==> src/verilog/rvl_pkg.sv <==
// Operation
// RULE1 - Power-on/brown-out, the master-clear/watchdog/reset-instruction/stack group, and sleep wake-up are three separate load classes.
// RULE2 - An interrupt wake-up with either global enable set loads the program counter with vector 0008h or 0018h.
// RULE3 - On that wake-up the current program counter is copied into the three top-of-stack bytes.
// RULE4 - On that wake-up the return stack pointer advances to the next hardware stack entry.
// RULE5 - Any wake-up from sleep sets a flag that names its source in the interrupt flag register.
// RULE6 - The long-write enable is cleared only by power-on or master-clear reset and survives every other cause.
// RULE7 - Port A bit 6 with its latch and direction bits works only in the external-clock and RC I/O modes, else reads zero.
// RULE8 - On variants without port A bit 6 those bits read zero in port, latch and direction.
// RULE9 - Unimplemented bits read zero and bits marked unchanged keep their contents through the class.
// RULE10 - Each register loads its listed pattern for the active class; unknown bits load zero here.
package rvl_pkg;
	localparam int NSFR = 24;
	localparam int PCW = 21;
	localparam int SPW = 5;
	localparam logic [4:0] IDX_CAUSE = 5'h0c;
	localparam logic [4:0] IDX_T2_PERIOD = 5'h11;
	localparam int BIT_LONG_WR = 6;
	localparam int BIT_INSTR = 4;
	localparam int BIT_TIMEOUT = 3;
	localparam int BIT_PWR_DOWN = 2;
	// Tables are listed from index 23 down to index 0.
	localparam logic [NSFR-1:0][7:0] SFR_IMPL = {8'hff, 8'hff, 8'hff, 8'hff, 8'hff, 8'h7f, 8'hff, 8'hff,
		8'hbf, 8'hff, 8'hff, 8'hdf, 8'h01, 8'h3f, 8'h01, 8'hff, 8'hff, 8'hff, 8'h1f, 8'hff, 8'h0f, 8'h0f,
		8'hff, 8'h0f};
	localparam logic [NSFR-1:0][7:0] SFR_POR = {8'h00, 8'h00, 8'h00, 8'h00, 8'h00, 8'h00, 8'hff, 8'h00,
		8'h00, 8'h00, 8'h00, 8'h1c, 8'h00, 8'h05, 8'h00, 8'hff, 8'h00, 8'h00, 8'h00, 8'h00, 8'h00, 8'h00,
		8'h00, 8'h00};
	localparam logic [NSFR-1:0][7:0] SFR_B_KEEP = {8'h00, 8'h00, 8'h00, 8'h00, 8'hff, 8'h00, 8'h00, 8'hff,
		8'hbf, 8'hff, 8'hff, 8'h03, 8'h00, 8'h00, 8'h00, 8'h00, 8'hff, 8'hff, 8'h1f, 8'hff, 8'h00, 8'h00,
		8'hff, 8'h00};
	localparam logic [NSFR-1:0][7:0] SFR_C_KEEP = {8'hff, 8'hff, 8'hff, 8'hff, 8'hff, 8'hff, 8'h00, 8'hff,
		8'hff, 8'hff, 8'hff, 8'hf3, 8'hff, 8'hff, 8'hff, 8'hff, 8'hff, 8'hff, 8'hff, 8'hff, 8'hff, 8'hff,
		8'hff, 8'hff};
	localparam logic [11:0] ADDR_GIE = 12'h060;
	localparam logic [11:0] ADDR_STAT = 12'h064;
	localparam logic [11:0] ADDR_MASK = 12'h068;
	localparam logic [11:0] ADDR_PC = 12'h06c;
	localparam logic [11:0] ADDR_TOS = 12'h070;
	localparam logic [11:0] ADDR_STK = 12'h074;
	localparam logic [11:0] ADDR_PORT6 = 12'h078;
	localparam int ST_WDT_WAKE = 0;
	localparam int ST_INT_WAKE = 1;
	localparam int ST_CLASS_B = 2;
	localparam int ST_POR = 3;
	localparam logic [PCW-1:0] VEC_HIGH = 21'h000008;
	localparam logic [PCW-1:0] VEC_LOW = 21'h000018;
	localparam logic [PCW-1:0] PC_STEP = 21'h000002;
	localparam logic [2:0] OSC_EC_IO = 3'h5;
	localparam logic [2:0] OSC_RC_IO = 3'h7;
	typedef struct packed {
		logic por;
		logic master_clear;
		logic wdt;
		logic instr;
		logic stack;
		logic wdt_wake;
		logic int_wake;
		logic int_high;
	} rvl_cause_t;
	typedef struct packed {
		logic [NSFR-1:0][7:0] sfr;
		logic [1:0] gie;
		logic [3:0] stat;
		logic [3:0] mask;
		logic [PCW-1:0] pc_addr;
		logic pc_load;
		logic [PCW-1:0] tos;
		logic [SPW-1:0] stack_ptr;
		logic stkful;
		logic lat6;
		logic tris6;
		logic [31:0] prdata;
		logic pslverr;
	} rvl_state_t;
endpackage

==> src/verilog/rvl_sync2.sv <==
`timescale 1ns/1ps
module rvl_sync2 (
	input wire logic pclk,
	input wire logic presetn,
	input wire logic d,
	output logic q
);
	typedef struct packed {
		logic meta;
		logic stable;
	} rvl_sync_t;
	rvl_sync_t st_r;
	rvl_sync_t st_nxt;

	always_comb begin
		st_nxt.meta = d;
		st_nxt.stable = st_r.meta;
	end

	always_ff @(posedge pclk or negedge presetn) begin
		if (!presetn) begin
			st_r <= '0;
		end else begin
			st_r <= st_nxt;
		end
	end

	assign q = st_r.stable;
endmodule

==> src/verilog/rvl_wake_calc.sv <==
`timescale 1ns/1ps
module rvl_wake_calc (
	input wire logic [rvl_pkg::SPW-1:0] stack_ptr,
	input wire logic int_high,
	input wire logic gie_high,
	output logic [rvl_pkg::PCW-1:0] vec_addr,
	output logic [rvl_pkg::SPW-1:0] stk_nxt,
	output logic stk_full
);
	// A high priority source only takes the high vector while its own enable is set.
	assign vec_addr = (int_high && gie_high) ? rvl_pkg::VEC_HIGH : rvl_pkg::VEC_LOW; // RULE2
	assign stk_nxt = stack_ptr + {{(rvl_pkg::SPW-1){1'b0}}, 1'b1}; // RULE4
	// Advancing from the last entry wraps the pointer, so the full flag records it.
	assign stk_full = &stack_ptr;
endmodule

==> src/verilog/rvl_loader.sv <==
`timescale 1ns/1ps
module rvl_loader #(
	parameter bit HAS_BIT6 = 1'b1
) (
	input wire logic pclk,
	input wire logic presetn,
	input wire logic psel,
	input wire logic penable,
	input wire logic pwrite,
	input wire logic [11:0] paddr,
	input wire logic [31:0] pwdata,
	output logic [31:0] prdata,
	output logic pready,
	output logic pslverr,
	input wire rvl_pkg::rvl_cause_t cause,
	input wire logic [rvl_pkg::PCW-1:0] pc_cur,
	input wire logic [2:0] osc_mode,
	output logic pc_load,
	output logic [rvl_pkg::PCW-1:0] pc_load_addr,
	input wire logic porta6_in,
	output logic porta6_out,
	output logic porta6_oe_n,
	output logic irq
);
	rvl_pkg::rvl_state_t st_r;
	rvl_pkg::rvl_state_t st_nxt;
	logic por_now;
	logic b_now;
	logic c_now;
	logic vec_go;
	logic bit6_en;
	logic pin6_sync;
	logic [rvl_pkg::PCW-1:0] vec_addr;
	logic [rvl_pkg::SPW-1:0] stk_nxt;
	logic stk_full;
	logic setup_ph;
	logic access_ph;
	logic [3:0] stat_set;
	logic [31:0] rd_data;
	logic rd_err;

	// Returns {hit, index} for an aligned word inside the table window.
	function automatic logic [5:0] sfr_decode(input logic [11:0] addr);
		logic [5:0] res;
		res = 6'h00;
		if (addr[1:0] == 2'h0 && addr[11:2] < 10'(rvl_pkg::NSFR)) begin
			res = {1'b1, addr[6:2]};
		end
		return res;
	endfunction

	rvl_sync2 u_pin6_sync (
		.pclk(pclk),
		.presetn(presetn),
		.d(porta6_in),
		.q(pin6_sync)
	);

	rvl_wake_calc u_wake_calc (
		.stack_ptr(st_r.stack_ptr),
		.int_high(cause.int_high),
		.gie_high(st_r.gie[1]),
		.vec_addr(vec_addr),
		.stk_nxt(stk_nxt),
		.stk_full(stk_full)
	);

	// Power-on wins over the reset group, which wins over a wake-up.
	assign por_now = cause.por; // RULE1
	assign b_now = !por_now && (cause.master_clear || cause.wdt || cause.instr || cause.stack); // RULE1
	assign c_now = !por_now && !b_now && (cause.wdt_wake || cause.int_wake); // RULE1
	assign vec_go = c_now && cause.int_wake && (st_r.gie != 2'h0);
	assign bit6_en = HAS_BIT6 && (osc_mode == rvl_pkg::OSC_EC_IO || osc_mode == rvl_pkg::OSC_RC_IO); // RULE7 RULE8
	assign setup_ph = psel && !penable;
	assign access_ph = psel && penable;

	always_comb begin
		stat_set = 4'h0;
		stat_set[rvl_pkg::ST_POR] = por_now;
		stat_set[rvl_pkg::ST_CLASS_B] = b_now;
		stat_set[rvl_pkg::ST_WDT_WAKE] = c_now && cause.wdt_wake; // RULE5
		stat_set[rvl_pkg::ST_INT_WAKE] = c_now && cause.int_wake; // RULE5
	end

	always_comb begin
		logic [5:0] dec;
		dec = sfr_decode(paddr);
		rd_data = 32'h00000000;
		rd_err = 1'b0;
		if (dec[5]) begin
			rd_data[7:0] = st_r.sfr[dec[4:0]] & rvl_pkg::SFR_IMPL[dec[4:0]]; // RULE9
		end else if (paddr == rvl_pkg::ADDR_GIE) begin
			rd_data[7:6] = st_r.gie;
		end else if (paddr == rvl_pkg::ADDR_STAT) begin
			rd_data[3:0] = st_r.stat;
		end else if (paddr == rvl_pkg::ADDR_MASK) begin
			rd_data[3:0] = st_r.mask;
		end else if (paddr == rvl_pkg::ADDR_PC) begin
			rd_data[rvl_pkg::PCW-1:0] = st_r.pc_addr;
		end else if (paddr == rvl_pkg::ADDR_TOS) begin
			rd_data[rvl_pkg::PCW-1:0] = st_r.tos;
		end else if (paddr == rvl_pkg::ADDR_STK) begin
			rd_data[7:0] = {st_r.stkful, 2'h0, st_r.stack_ptr};
		end else if (paddr == rvl_pkg::ADDR_PORT6) begin
			// Disabled or absent, all three bit-6 views read zero.
			rd_data[2:0] = bit6_en ? {st_r.tris6, st_r.lat6, pin6_sync} : 3'h0; // RULE7 RULE8
		end else begin
			rd_err = 1'b1;
		end
	end

	always_comb begin
		logic [5:0] dec;
		dec = sfr_decode(paddr);
		st_nxt = st_r;
		st_nxt.pc_load = 1'b0;
		if (setup_ph) begin
			st_nxt.prdata = pwrite ? 32'h00000000 : rd_data;
			st_nxt.pslverr = rd_err;
		end
		if (access_ph && pwrite && !por_now && !b_now && !c_now) begin
			if (dec[5]) begin
				st_nxt.sfr[dec[4:0]] = pwdata[7:0] & rvl_pkg::SFR_IMPL[dec[4:0]]; // RULE9
			end else if (paddr == rvl_pkg::ADDR_GIE) begin
				st_nxt.gie = pwdata[7:6];
			end else if (paddr == rvl_pkg::ADDR_MASK) begin
				st_nxt.mask = pwdata[3:0];
			end else if (paddr == rvl_pkg::ADDR_STK) begin
				st_nxt.stack_ptr = pwdata[rvl_pkg::SPW-1:0];
				st_nxt.stkful = pwdata[7];
			end else if (paddr == rvl_pkg::ADDR_PORT6) begin
				st_nxt.lat6 = pwdata[1];
				st_nxt.tris6 = pwdata[2];
			end
		end
		// A read of the status clears it, but an event in the same cycle still lands.
		if (access_ph && !pwrite && paddr == rvl_pkg::ADDR_STAT) begin
			st_nxt.stat = 4'h0;
		end
		st_nxt.stat = st_nxt.stat | stat_set; // RULE5
		if (por_now) begin
			for (int i = 0; i < rvl_pkg::NSFR; i++) begin
				st_nxt.sfr[i] = rvl_pkg::SFR_POR[i]; // RULE10
			end
			st_nxt.gie = 2'h0;
			st_nxt.tos = '0;
			st_nxt.stack_ptr = '0;
			st_nxt.stkful = 1'b0;
			st_nxt.lat6 = 1'b0;
			st_nxt.tris6 = 1'b1;
			st_nxt.pc_addr = '0;
			st_nxt.pc_load = 1'b1;
		end else if (b_now) begin
			for (int i = 0; i < rvl_pkg::NSFR; i++) begin
				st_nxt.sfr[i] = (st_r.sfr[i] & rvl_pkg::SFR_B_KEEP[i]) |
					(rvl_pkg::SFR_POR[i] & ~rvl_pkg::SFR_B_KEEP[i]); // RULE9 RULE10
			end
			// Only a master clear takes the long-write enable down in this group.
			st_nxt.sfr[rvl_pkg::IDX_CAUSE][rvl_pkg::BIT_LONG_WR] =
				cause.master_clear ? 1'b0 : st_r.sfr[rvl_pkg::IDX_CAUSE][rvl_pkg::BIT_LONG_WR]; // RULE6
			st_nxt.sfr[rvl_pkg::IDX_CAUSE][rvl_pkg::BIT_INSTR] = !cause.instr;
			if (cause.wdt) begin
				st_nxt.sfr[rvl_pkg::IDX_CAUSE][rvl_pkg::BIT_TIMEOUT] = 1'b0;
				st_nxt.sfr[rvl_pkg::IDX_CAUSE][rvl_pkg::BIT_PWR_DOWN] = 1'b1;
			end else begin
				st_nxt.sfr[rvl_pkg::IDX_CAUSE][rvl_pkg::BIT_TIMEOUT] =
					st_r.sfr[rvl_pkg::IDX_CAUSE][rvl_pkg::BIT_TIMEOUT];
				st_nxt.sfr[rvl_pkg::IDX_CAUSE][rvl_pkg::BIT_PWR_DOWN] =
					st_r.sfr[rvl_pkg::IDX_CAUSE][rvl_pkg::BIT_PWR_DOWN];
			end
			st_nxt.gie = 2'h0;
			st_nxt.tos = '0;
			st_nxt.stack_ptr = '0;
			st_nxt.stkful = 1'b0;
			st_nxt.tris6 = 1'b1;
			st_nxt.pc_addr = '0;
			st_nxt.pc_load = 1'b1;
		end else if (c_now) begin
			for (int i = 0; i < rvl_pkg::NSFR; i++) begin
				st_nxt.sfr[i] = (st_r.sfr[i] & rvl_pkg::SFR_C_KEEP[i]) |
					(rvl_pkg::SFR_POR[i] & ~rvl_pkg::SFR_C_KEEP[i]); // RULE9 RULE10
			end
			// Time-out marks a watchdog wake, power-down is always cleared by a wake.
			st_nxt.sfr[rvl_pkg::IDX_CAUSE][rvl_pkg::BIT_TIMEOUT] = !cause.wdt_wake;
			st_nxt.sfr[rvl_pkg::IDX_CAUSE][rvl_pkg::BIT_PWR_DOWN] = 1'b0;
			st_nxt.pc_load = 1'b1;
			if (vec_go) begin
				st_nxt.pc_addr = vec_addr; // RULE2
				st_nxt.tos = pc_cur; // RULE3
				st_nxt.stack_ptr = stk_nxt; // RULE4
				st_nxt.stkful = st_r.stkful | stk_full; // RULE4
			end else begin
				st_nxt.pc_addr = pc_cur + rvl_pkg::PC_STEP;
			end
		end
	end

	always_ff @(posedge pclk or negedge presetn) begin
		if (!presetn) begin
			st_r <= '0;
			st_r.sfr <= rvl_pkg::SFR_POR; // RULE1 RULE10
			st_r.tris6 <= 1'b1;
			st_r.stat <= 4'h8;
		end else begin
			st_r <= st_nxt;
		end
	end

	// Zero wait states: read data is captured in the setup cycle.
	assign pready = 1'b1;
	assign prdata = st_r.prdata;
	assign pslverr = st_r.pslverr;
	assign pc_load = st_r.pc_load;
	assign pc_load_addr = st_r.pc_addr;
	assign porta6_out = bit6_en && st_r.lat6; // RULE7
	assign porta6_oe_n = !(bit6_en && !st_r.tris6); // RULE7 RULE8
	assign irq = |(st_r.stat & st_r.mask);
endmodule

==> config.mk <==
export PLATFORM = sky130hd
export DESIGN_NAME = rvl_loader
export DESIGN_NICKNAME = d
export VERILOG_FILES = /design/src/verilog/rvl_pkg.sv /design/src/verilog/rvl_sync2.sv /design/src/verilog/rvl_wake_calc.sv /design/src/verilog/rvl_loader.sv
export SDC_FILE = /design/constraint.sdc
export NUM_CORES = 1
export LEC_CHECK = 0
export BUFFER_PORTS_ARGS = -buffer_cell sky130_fd_sc_hd__buf_4
export CORE_AREA = 2 2 157 159
export CTS_CLUSTER_DIAMETER = 40
export CTS_CLUSTER_SIZE = 12
export DETAILED_ROUTE_END_ITERATION = 16
export DIE_AREA = 0 0 159 161
export PLACE_DENSITY = 0.8
export RECOVER_POWER = 100
export SYNTH_ARGS = -nofsm -noshare
export SYNTH_HDL_FRONTEND = slang
export SYNTH_SLANG_ARGS = --single-unit
==> constraint.sdc <==
create_clock -name pclk -period 1.9 [get_ports pclk]
set_input_delay 0.285 -clock pclk [delete_from_list [all_inputs] [get_ports pclk]]
set_output_delay 0.285 -clock pclk [all_outputs]
set_load 0.01 [all_outputs]
# Word level (Yosys, flattened, before mapping)
# Memory sizes are Yosys's and may differ from the RTL's.
# Index checks and enable logic that the tools add are counted.
# classes
addsub,2
n_lt_le_gt_ge,3
eq_ne,22
mux,59
n_bitwise,7
n_reduce_logical,58
# op_table
cell,n
192-bit two-way mux,3
194-bit two-way mux,2
192-bit bitwise mux,1
49-bit two-way mux,3
"12-bit by 7-bit equality test with 1-bit output, second input constant",7
8-bit two-way mux,9
21-bit two-way mux,3
8-bit binary-select mux with 5-bit select,1
8-bit demux with 5-bit select,1
13-bit two-way mux,3
17-bit two-way mux,2
27-bit two-way mux,1
"21-bit by 2-bit adder with 21-bit output, second input constant",1
"3-bit != test, second input constant",7
1-bit logical AND,19
6-bit two-way mux,3
3-bit nonzero test,6
8-bit AND,2
2-bit two-way mux,7
1-bit two-way mux,12
4-bit two-way mux,3
"2-bit != test, second input constant",6
4-bit AND reduction,3
6-bit AND reduction,2
20 further kinds,44
# totals
register_bits,288
mem_bits_ro,256
in_bits,82
out_inout_bits,59
wordCells,195
n_memories,1
# memory_table
name,depth,word_bits,rd,rd_ports_with_merged_regs,wr,line,rtl
(no name shown),32,8,1,0,0,rvl_loader.sv:123,st_nxt.sfr[dec[4:0]] = pwdata[7:0] & rvl_pkg::SFR_IMPL[dec[4:0]];

# Longest topological paths before layout
# depth
depth_word,14
depth_mapped,12
mapped_depth_nobuf,10

# Hierarchy
# Synthesis repeated with hierarchy kept, for this count alone.
# unflattened
cells_unflattened,1533
hier_area_um2,14391.3
# modules_own_cells
module,instances,cells_per_inst,area_each_um2,seq_area_each_um2
rvl_loader,1,1501,14116.0,6910.4
rvl_wake_calc,1,30,225.2,0.0
rvl_sync2,1,2,50.0,50.0

# Worst setup path before layout
# OpenSTA, ideal clock, no wires.
# synth_path
path_type,in2reg
startpoint,in paddr[6]
endpoint,reg st_r[115] (netlist name)
setup_time_ns,0.078
t_arrival_ns,2.281
t_required_ns,1.822
setup_slack_ns,-0.459
path_stages,12
path_buffers,2
cell_sequence,buf_6 > a211oi_4 > nand3_2 > nor2_2 > inv_1 > ha_1 > nor2_1 > a31oi_1 > o221ai_1 > or2_1 > buf_2 > o21ai_1
# synth_between
elab_chain_len,13
word_cells_on_any_way,19
classes_between,order compare (3); mux (10); bitwise (1); reduce/logical (4); memory (1)
# synth_lines
element,line,rtl
start: declaration,rvl_loader.sv:10,"input wire logic [11:0] paddr,"
10-bit by 5-bit < comparator with 1-bit output,rvl_loader.sv:46,if (addr[1:0] == 2'h0 && addr[11:2] < 10'(rvl_pkg::NSFR)) begin
1-bit logical AND,rvl_loader.sv:46,
6-bit two-way mux *,rvl_loader.sv:46,
5-bit by 6-bit < comparator with 1-bit output (implied by the code) / 5-bit by 1-bit >= comparator with 1-bit output (equally long branches),rvl_loader.sv:123,
1-bit logical AND (implied by the code),rvl_loader.sv:123,
8-bit two-way mux (implied by the code),rvl_loader.sv:123,
8-bit demux with 5-bit select,rvl_loader.sv:123,
192-bit bitwise mux,rvl_loader.sv:123,
192-bit two-way mux,rvl_loader.sv:122,if (dec[5]) begin
194-bit two-way mux,rvl_loader.sv:121,if (access_ph && pwrite && !por_now && !b_now && !c_now) begin
192-bit two-way mux,rvl_loader.sv:178,end else if (c_now) begin
192-bit two-way mux,rvl_loader.sv:153,end else if (b_now) begin
194-bit two-way mux,rvl_loader.sv:141,if (por_now) begin
end signal: assignment,rvl_loader.sv:205,st_r <= st_nxt;
end: declaration,rvl_loader.sv:25,rvl_pkg::rvl_state_t st_r;
# Mark *: on every way between the ends. The rest lies on a longest branch, timed or not. The select of a mux whose other input is x is not followed.
# A chain may end at the register's enable or synchronous reset.

# Worst setup path in the final report
# layout_path
startpoint,reg st_r[168] (netlist name)
endpoint,"reg st_r, in the netlist prdata[2]"
# layout_between
elab_chain_len,5
# layout_lines
element,line,rtl
8-bit binary-select mux with 5-bit select,rvl_loader.sv:91,rd_data[7:0] = st_r.sfr[dec[4:0]] & rvl_pkg::SFR_IMPL[dec[4:0]];
8-bit two-way mux (implied by the code),rvl_loader.sv:91,
8-bit AND,rvl_loader.sv:91,
8-bit two-way mux,rvl_loader.sv:90,if (dec[5]) begin
21-bit two-way mux,rvl_loader.sv:118,st_nxt.prdata = pwrite ? 32'h00000000 : rd_data;
# Every way passes these cells. The select of a mux whose other input is x is not followed.

==> results.md <==
- The cell area after placement is 16920 um2.
- The finished cells cover 18460 um2.
- The pin slew with the least headroom to its limit is 1.388 ns.
- The floorplan has between 50 and 60 rows.
- The normalized max-slew margin is 0.07464.
- The final hold violation count is 0.
- The share of the clock period used by the worst path after layout is 1.006.
- The detailed-placement wirelength estimate is roughly 39000 um.
- The reg2reg setup slack is -0.01 ns.
- The maximum VDD drop is roughly 0.0007 V.
- The overflow left after global routing is 0.
- The number of remaining DRC errors is 0.
- The most used flip-flop cell after synthesis is dfrtp_1.
- The smallest clock period supported by the final layout is computed as 1.912 ns.
- The number of failing setup endpoints in the final timing report is 1.
- The area growth from synthesis to final layout is 30.71%.
- The routability congestion estimate from global placement is between 1 and 1.5.
- Clock-pin slew was measured on the worst setup and hold paths at 0.05 ns.
- The count of antenna-violating nets left after detailed routing is 0.
- The analysis attributes to cell leakage a power of approximately 8 nW.
- Timing would allow up to around 520 MHz.
- Dividing the detail-routed wire length by the instance count gives about 27 um.
- On the final layout, the worst hold slack is approximately 0.007 ns.
- In this run the standard cell core region covers 23960 um2.
- The die covers 25600 um2.
- For this run, the number of Yosys warnings is 0.
- In the layout the commonest cells are 289 x buf_4, 263 x nand2_1, 254 x dfrtp_1, 136 x o21ai_0, 61 x clkbuf_1.
- Max-cap violations in this run came to 0.
- Sorting the synthesized cells by area gives the leading types as dfrtp_1 45%, nand2_1 7.0%, o21ai_0 5.5%.
- The synthesized design spends more area on one cell type than any other, namely dfrtp_1.
- For this design, the sink count on the clock tree is between 200 and 300.
- The path type of the worst setup path is flip-flop to flip-flop.
- The final reports fail on negative setup slack.
- The cell with the biggest individual delay on the critical path is mux4_2.
- In the final layout, the share of cells above drive strength 1 is 0.2977.
- Fill cells in the final layout number 1594.
- The flow ran to the end, but the final reports show violations.
- The via count of the first global-routing pass is around 14000.
- Summing internal, switching and leakage power gives about 15 mW.
- For this run, the detailed router's first-pass iteration total came to 7.
- The clock arrives with around 0.025 ns of skew.
- The worst hold path class is primary input to flip-flop.
- The initial cell density of the core is 0.5892.
- The ratio of total power to cell area is ~810 nW/um2.
- The startpoint of the most critical setup path is st_r[168]$_DFFE_PN0P_.
- The count of buffer and inverter cells on the critical path is 1.
- The worst setup slack after placement is -0.5556 ns.
- The most common cell after layout, fill and taps aside is buf_4.
- At the worst endpoint, the required time is around 2.3 ns.
- At the end of the flow, the number of nets in the layout was between 1500 and 2000.
- The largest net degree at the start of global routing is 55.
- The top-level port count is 141.
- Counting flops with an async set or reset pin after synthesis yields a share of 1.000.
- The category of the worst setup path capture point is a flip-flop.
- The stage delay of the slowest cell on the critical path is ~0.5 ns.
- The number of antenna violations at the first check in global routing is 1.
- The first global-routing pass estimated ~85000 um of wire.
- Of the synthesized area, sequential elements account for 0.4930.
- The final count of pins violating max slew came to 0.
- Data arrives at the worst endpoint at 2.31 ns.
- Of the post-synthesis cell area, the dominant cell type holds 0.4502.
- After synthesis the cells add up to between 10000 and 15000 um2.
- In this run the worst path has a maximum fanout of 2.
- Across all setup checks in the final design, the least slack found is -0.01207 ns.
- For this block, the routed nets add up to 56020 um of wire.
- The port buffer count is slightly above 100.
- The DRC marker count from the first detailed-route iteration is between 1500 and 2000.
- Traced cell by cell, the critical path runs through mux4_2 -> nor2b_4 -> nor3_2 -> buf_4 -> a2111oi_1 -> or4_1.
- In this design, the largest share of critical-path delay is due to simple AND/OR/NAND/NOR gates.
- The synthesized design contains 0 enable-type register cells.
- Setup repair after global routing could not meet its margin everywhere.
- The average via count per standard cell is about 6.6.
- The startpoint of the worst register-to-register path is st_r[168]$_DFFE_PN0P_.
- The hold path startpoint is pc_cur[8].
- In the global route stage, overall resource usage came out at 0.4377.
- The root buffer cell chosen for the clock tree is clkbuf_16.
- The number of H-tree levels is 2.
- At the end of the flow the core is filled with cells to 0.7702.
- The post-synthesis area per instance is a little under 10 um2.
- In this run, CTS created clock tree buffers numbering 42.
- Clock latency on the worst-skew pair, taken at its later pin, is approximately 0.55 ns.
- The number of standard cells after synthesis is about 1400.
- The TritonCTS clock tree is built.
- Measured along the x axis, the die boundary spans 159 um.
- The worst setup path is launched from a flip-flop.
- The final route contains 14000 vias.
- The floorplan step set the die height to around 160 um.
- The number of distinct standard cells referenced by the synthesized netlist is between 80 and 90.
- No sink is reached through more buffers than the 3 on the longest clock path.
- The register bit total from synthesis is between 200 and 300.
state kept, by name (all words and copies together), names as in the netlist:
| name | count |
|---|---|
| u_pin6_sync.q | 1 |
| prdata | 21 |
| u_pin6_sync.st_nxt | 1 |
| pc_load | 1 |
| pc_load_addr | 21 |
| st_r | 231 |
| pslverr | 1 |
stage by stage:
step | instances | setup TNS [ns]
after floorplan | 1446 | -13.33
after global placement | 2010 | -74.89
after detailed placement | 2010 | -82.66
after CTS | 2107 | 0
after global routing | 2112 | -0.3724
final | 2113 | -0.01207
power breakdown:
| part | total (mW) | switching (mW) | internal (mW) |
|---|---|---|---|
| logic | 1.26 | 0.777 | 0.483 |
| clock network | 7.78 | 3.01 | 4.77 |
| registers | 5.96 | 0.0257 | 5.94 |
| total | 15.0 | 3.81 | 11.2 |
kinds of logic after synthesis:
kind of cell | after synthesis | synth area share
adder cells (fa/ha/maj) | 4 | 0.003545
AO/OA/AOI/OAI | 410 | 0.1873
multiplexers | 60 | 0.06832
other | 2 | 0.0005319
buffers and inverters | 153 | 0.06247
flip-flops | 277 | 0.4930
AND/OR/NAND/NOR | 512 | 0.1737
XOR/XNOR | 18 | 0.01117
tightest hold or removal path, cell delays in order:
cell	delay (ns)
buf_4	0.11
nand2_1	0.05
nand2_1	0.05
cell usage after synthesis, drive strengths merged, types with 4 or more instances:
| master | instances |
|---|---|
| nand3 | 55 |
| a32oi | 5 |
| a211oi | 16 |
| or2 | 8 |
| o311ai | 5 |
| ha | 4 |
| o2bb2ai | 8 |
| nor4 | 6 |
| nor2 | 65 |
| inv | 18 |
| mux2i | 21 |
| a22o | 22 |
| xnor2 | 7 |
| o211ai | 6 |
| nor3 | 29 |
| o21a | 4 |
| a21oi | 41 |
| nand4 | 12 |
| xor2 | 11 |
| nor2b | 12 |
| o221ai | 8 |
| o31ai | 5 |
| nand2 | 265 |
| a32o | 4 |
| buf | 102 |
| o21ai | 201 |
| a2bb2oi | 11 |
| clkbuf | 32 |
| mux4 | 28 |
| and2 | 22 |
| a22oi | 20 |
| dfrtp | 254 |
| o22ai | 10 |
| or3 | 7 |
| mux2 | 11 |
| o32ai | 4 |
| nand2b | 9 |
| and3 | 13 |
| dfstp | 23 |
| a31oi | 14 |
repair_timing:
item                                    4_1_cts  5_1_grt
hold buffers                                 17        0
hold endpoints to repair                     66        0
pin swaps                                     6       12
resized for setup                             7       32
buffers inserted                              2        4
endpoints found under the setup margin        8       56
layer usage:
metal | vias to the layer above | track usage | part of all wire
li1 | 5780 | - | -
met1 | 6817 | 0.5612 | 0.37
met2 | 1113 | 0.6731 | 0.44
met3 | 290 | 0.1248 | 0.12
met4 | 0 | 0.2517 | 0.068
met5 | - | 0 | 0
path summary, 6_finish.rpt:
path,to,cells after the start
max,prdata[2]$_DFFE_PN0P_,6
min,st_r[49]$_DFFE_PN0P_,3
max reg2reg,prdata[2]$_DFFE_PN0P_,6
min reg2reg,u_pin6_sync.q$_DFF_PN0_,0
max in group asynchronous,st_r[174]$_DFFE_PN1P_,3
min in group asynchronous,st_r[133]$_DFFE_PN0P_,2
cell type report:
cell class / instances / area, um2 / area share
Multi-Input combinational cell: 1016 / 6530 / 0.3538
Timing Repair Buffer: 397 / 3072 / 0.1664
Tap cell: 324 / 405.4 / 0.02196
Sequential cell: 277 / 6960 / 0.3771
Clock buffer: 50 / 1101 / 0.05966
Clock inverter: 28 / 311.5 / 0.01688
Inverter: 19 / 71.32 / 0.003864
Antenna cell: 2 / 5.005 / 0.0002712
Power figures use the tool's default switching activity.
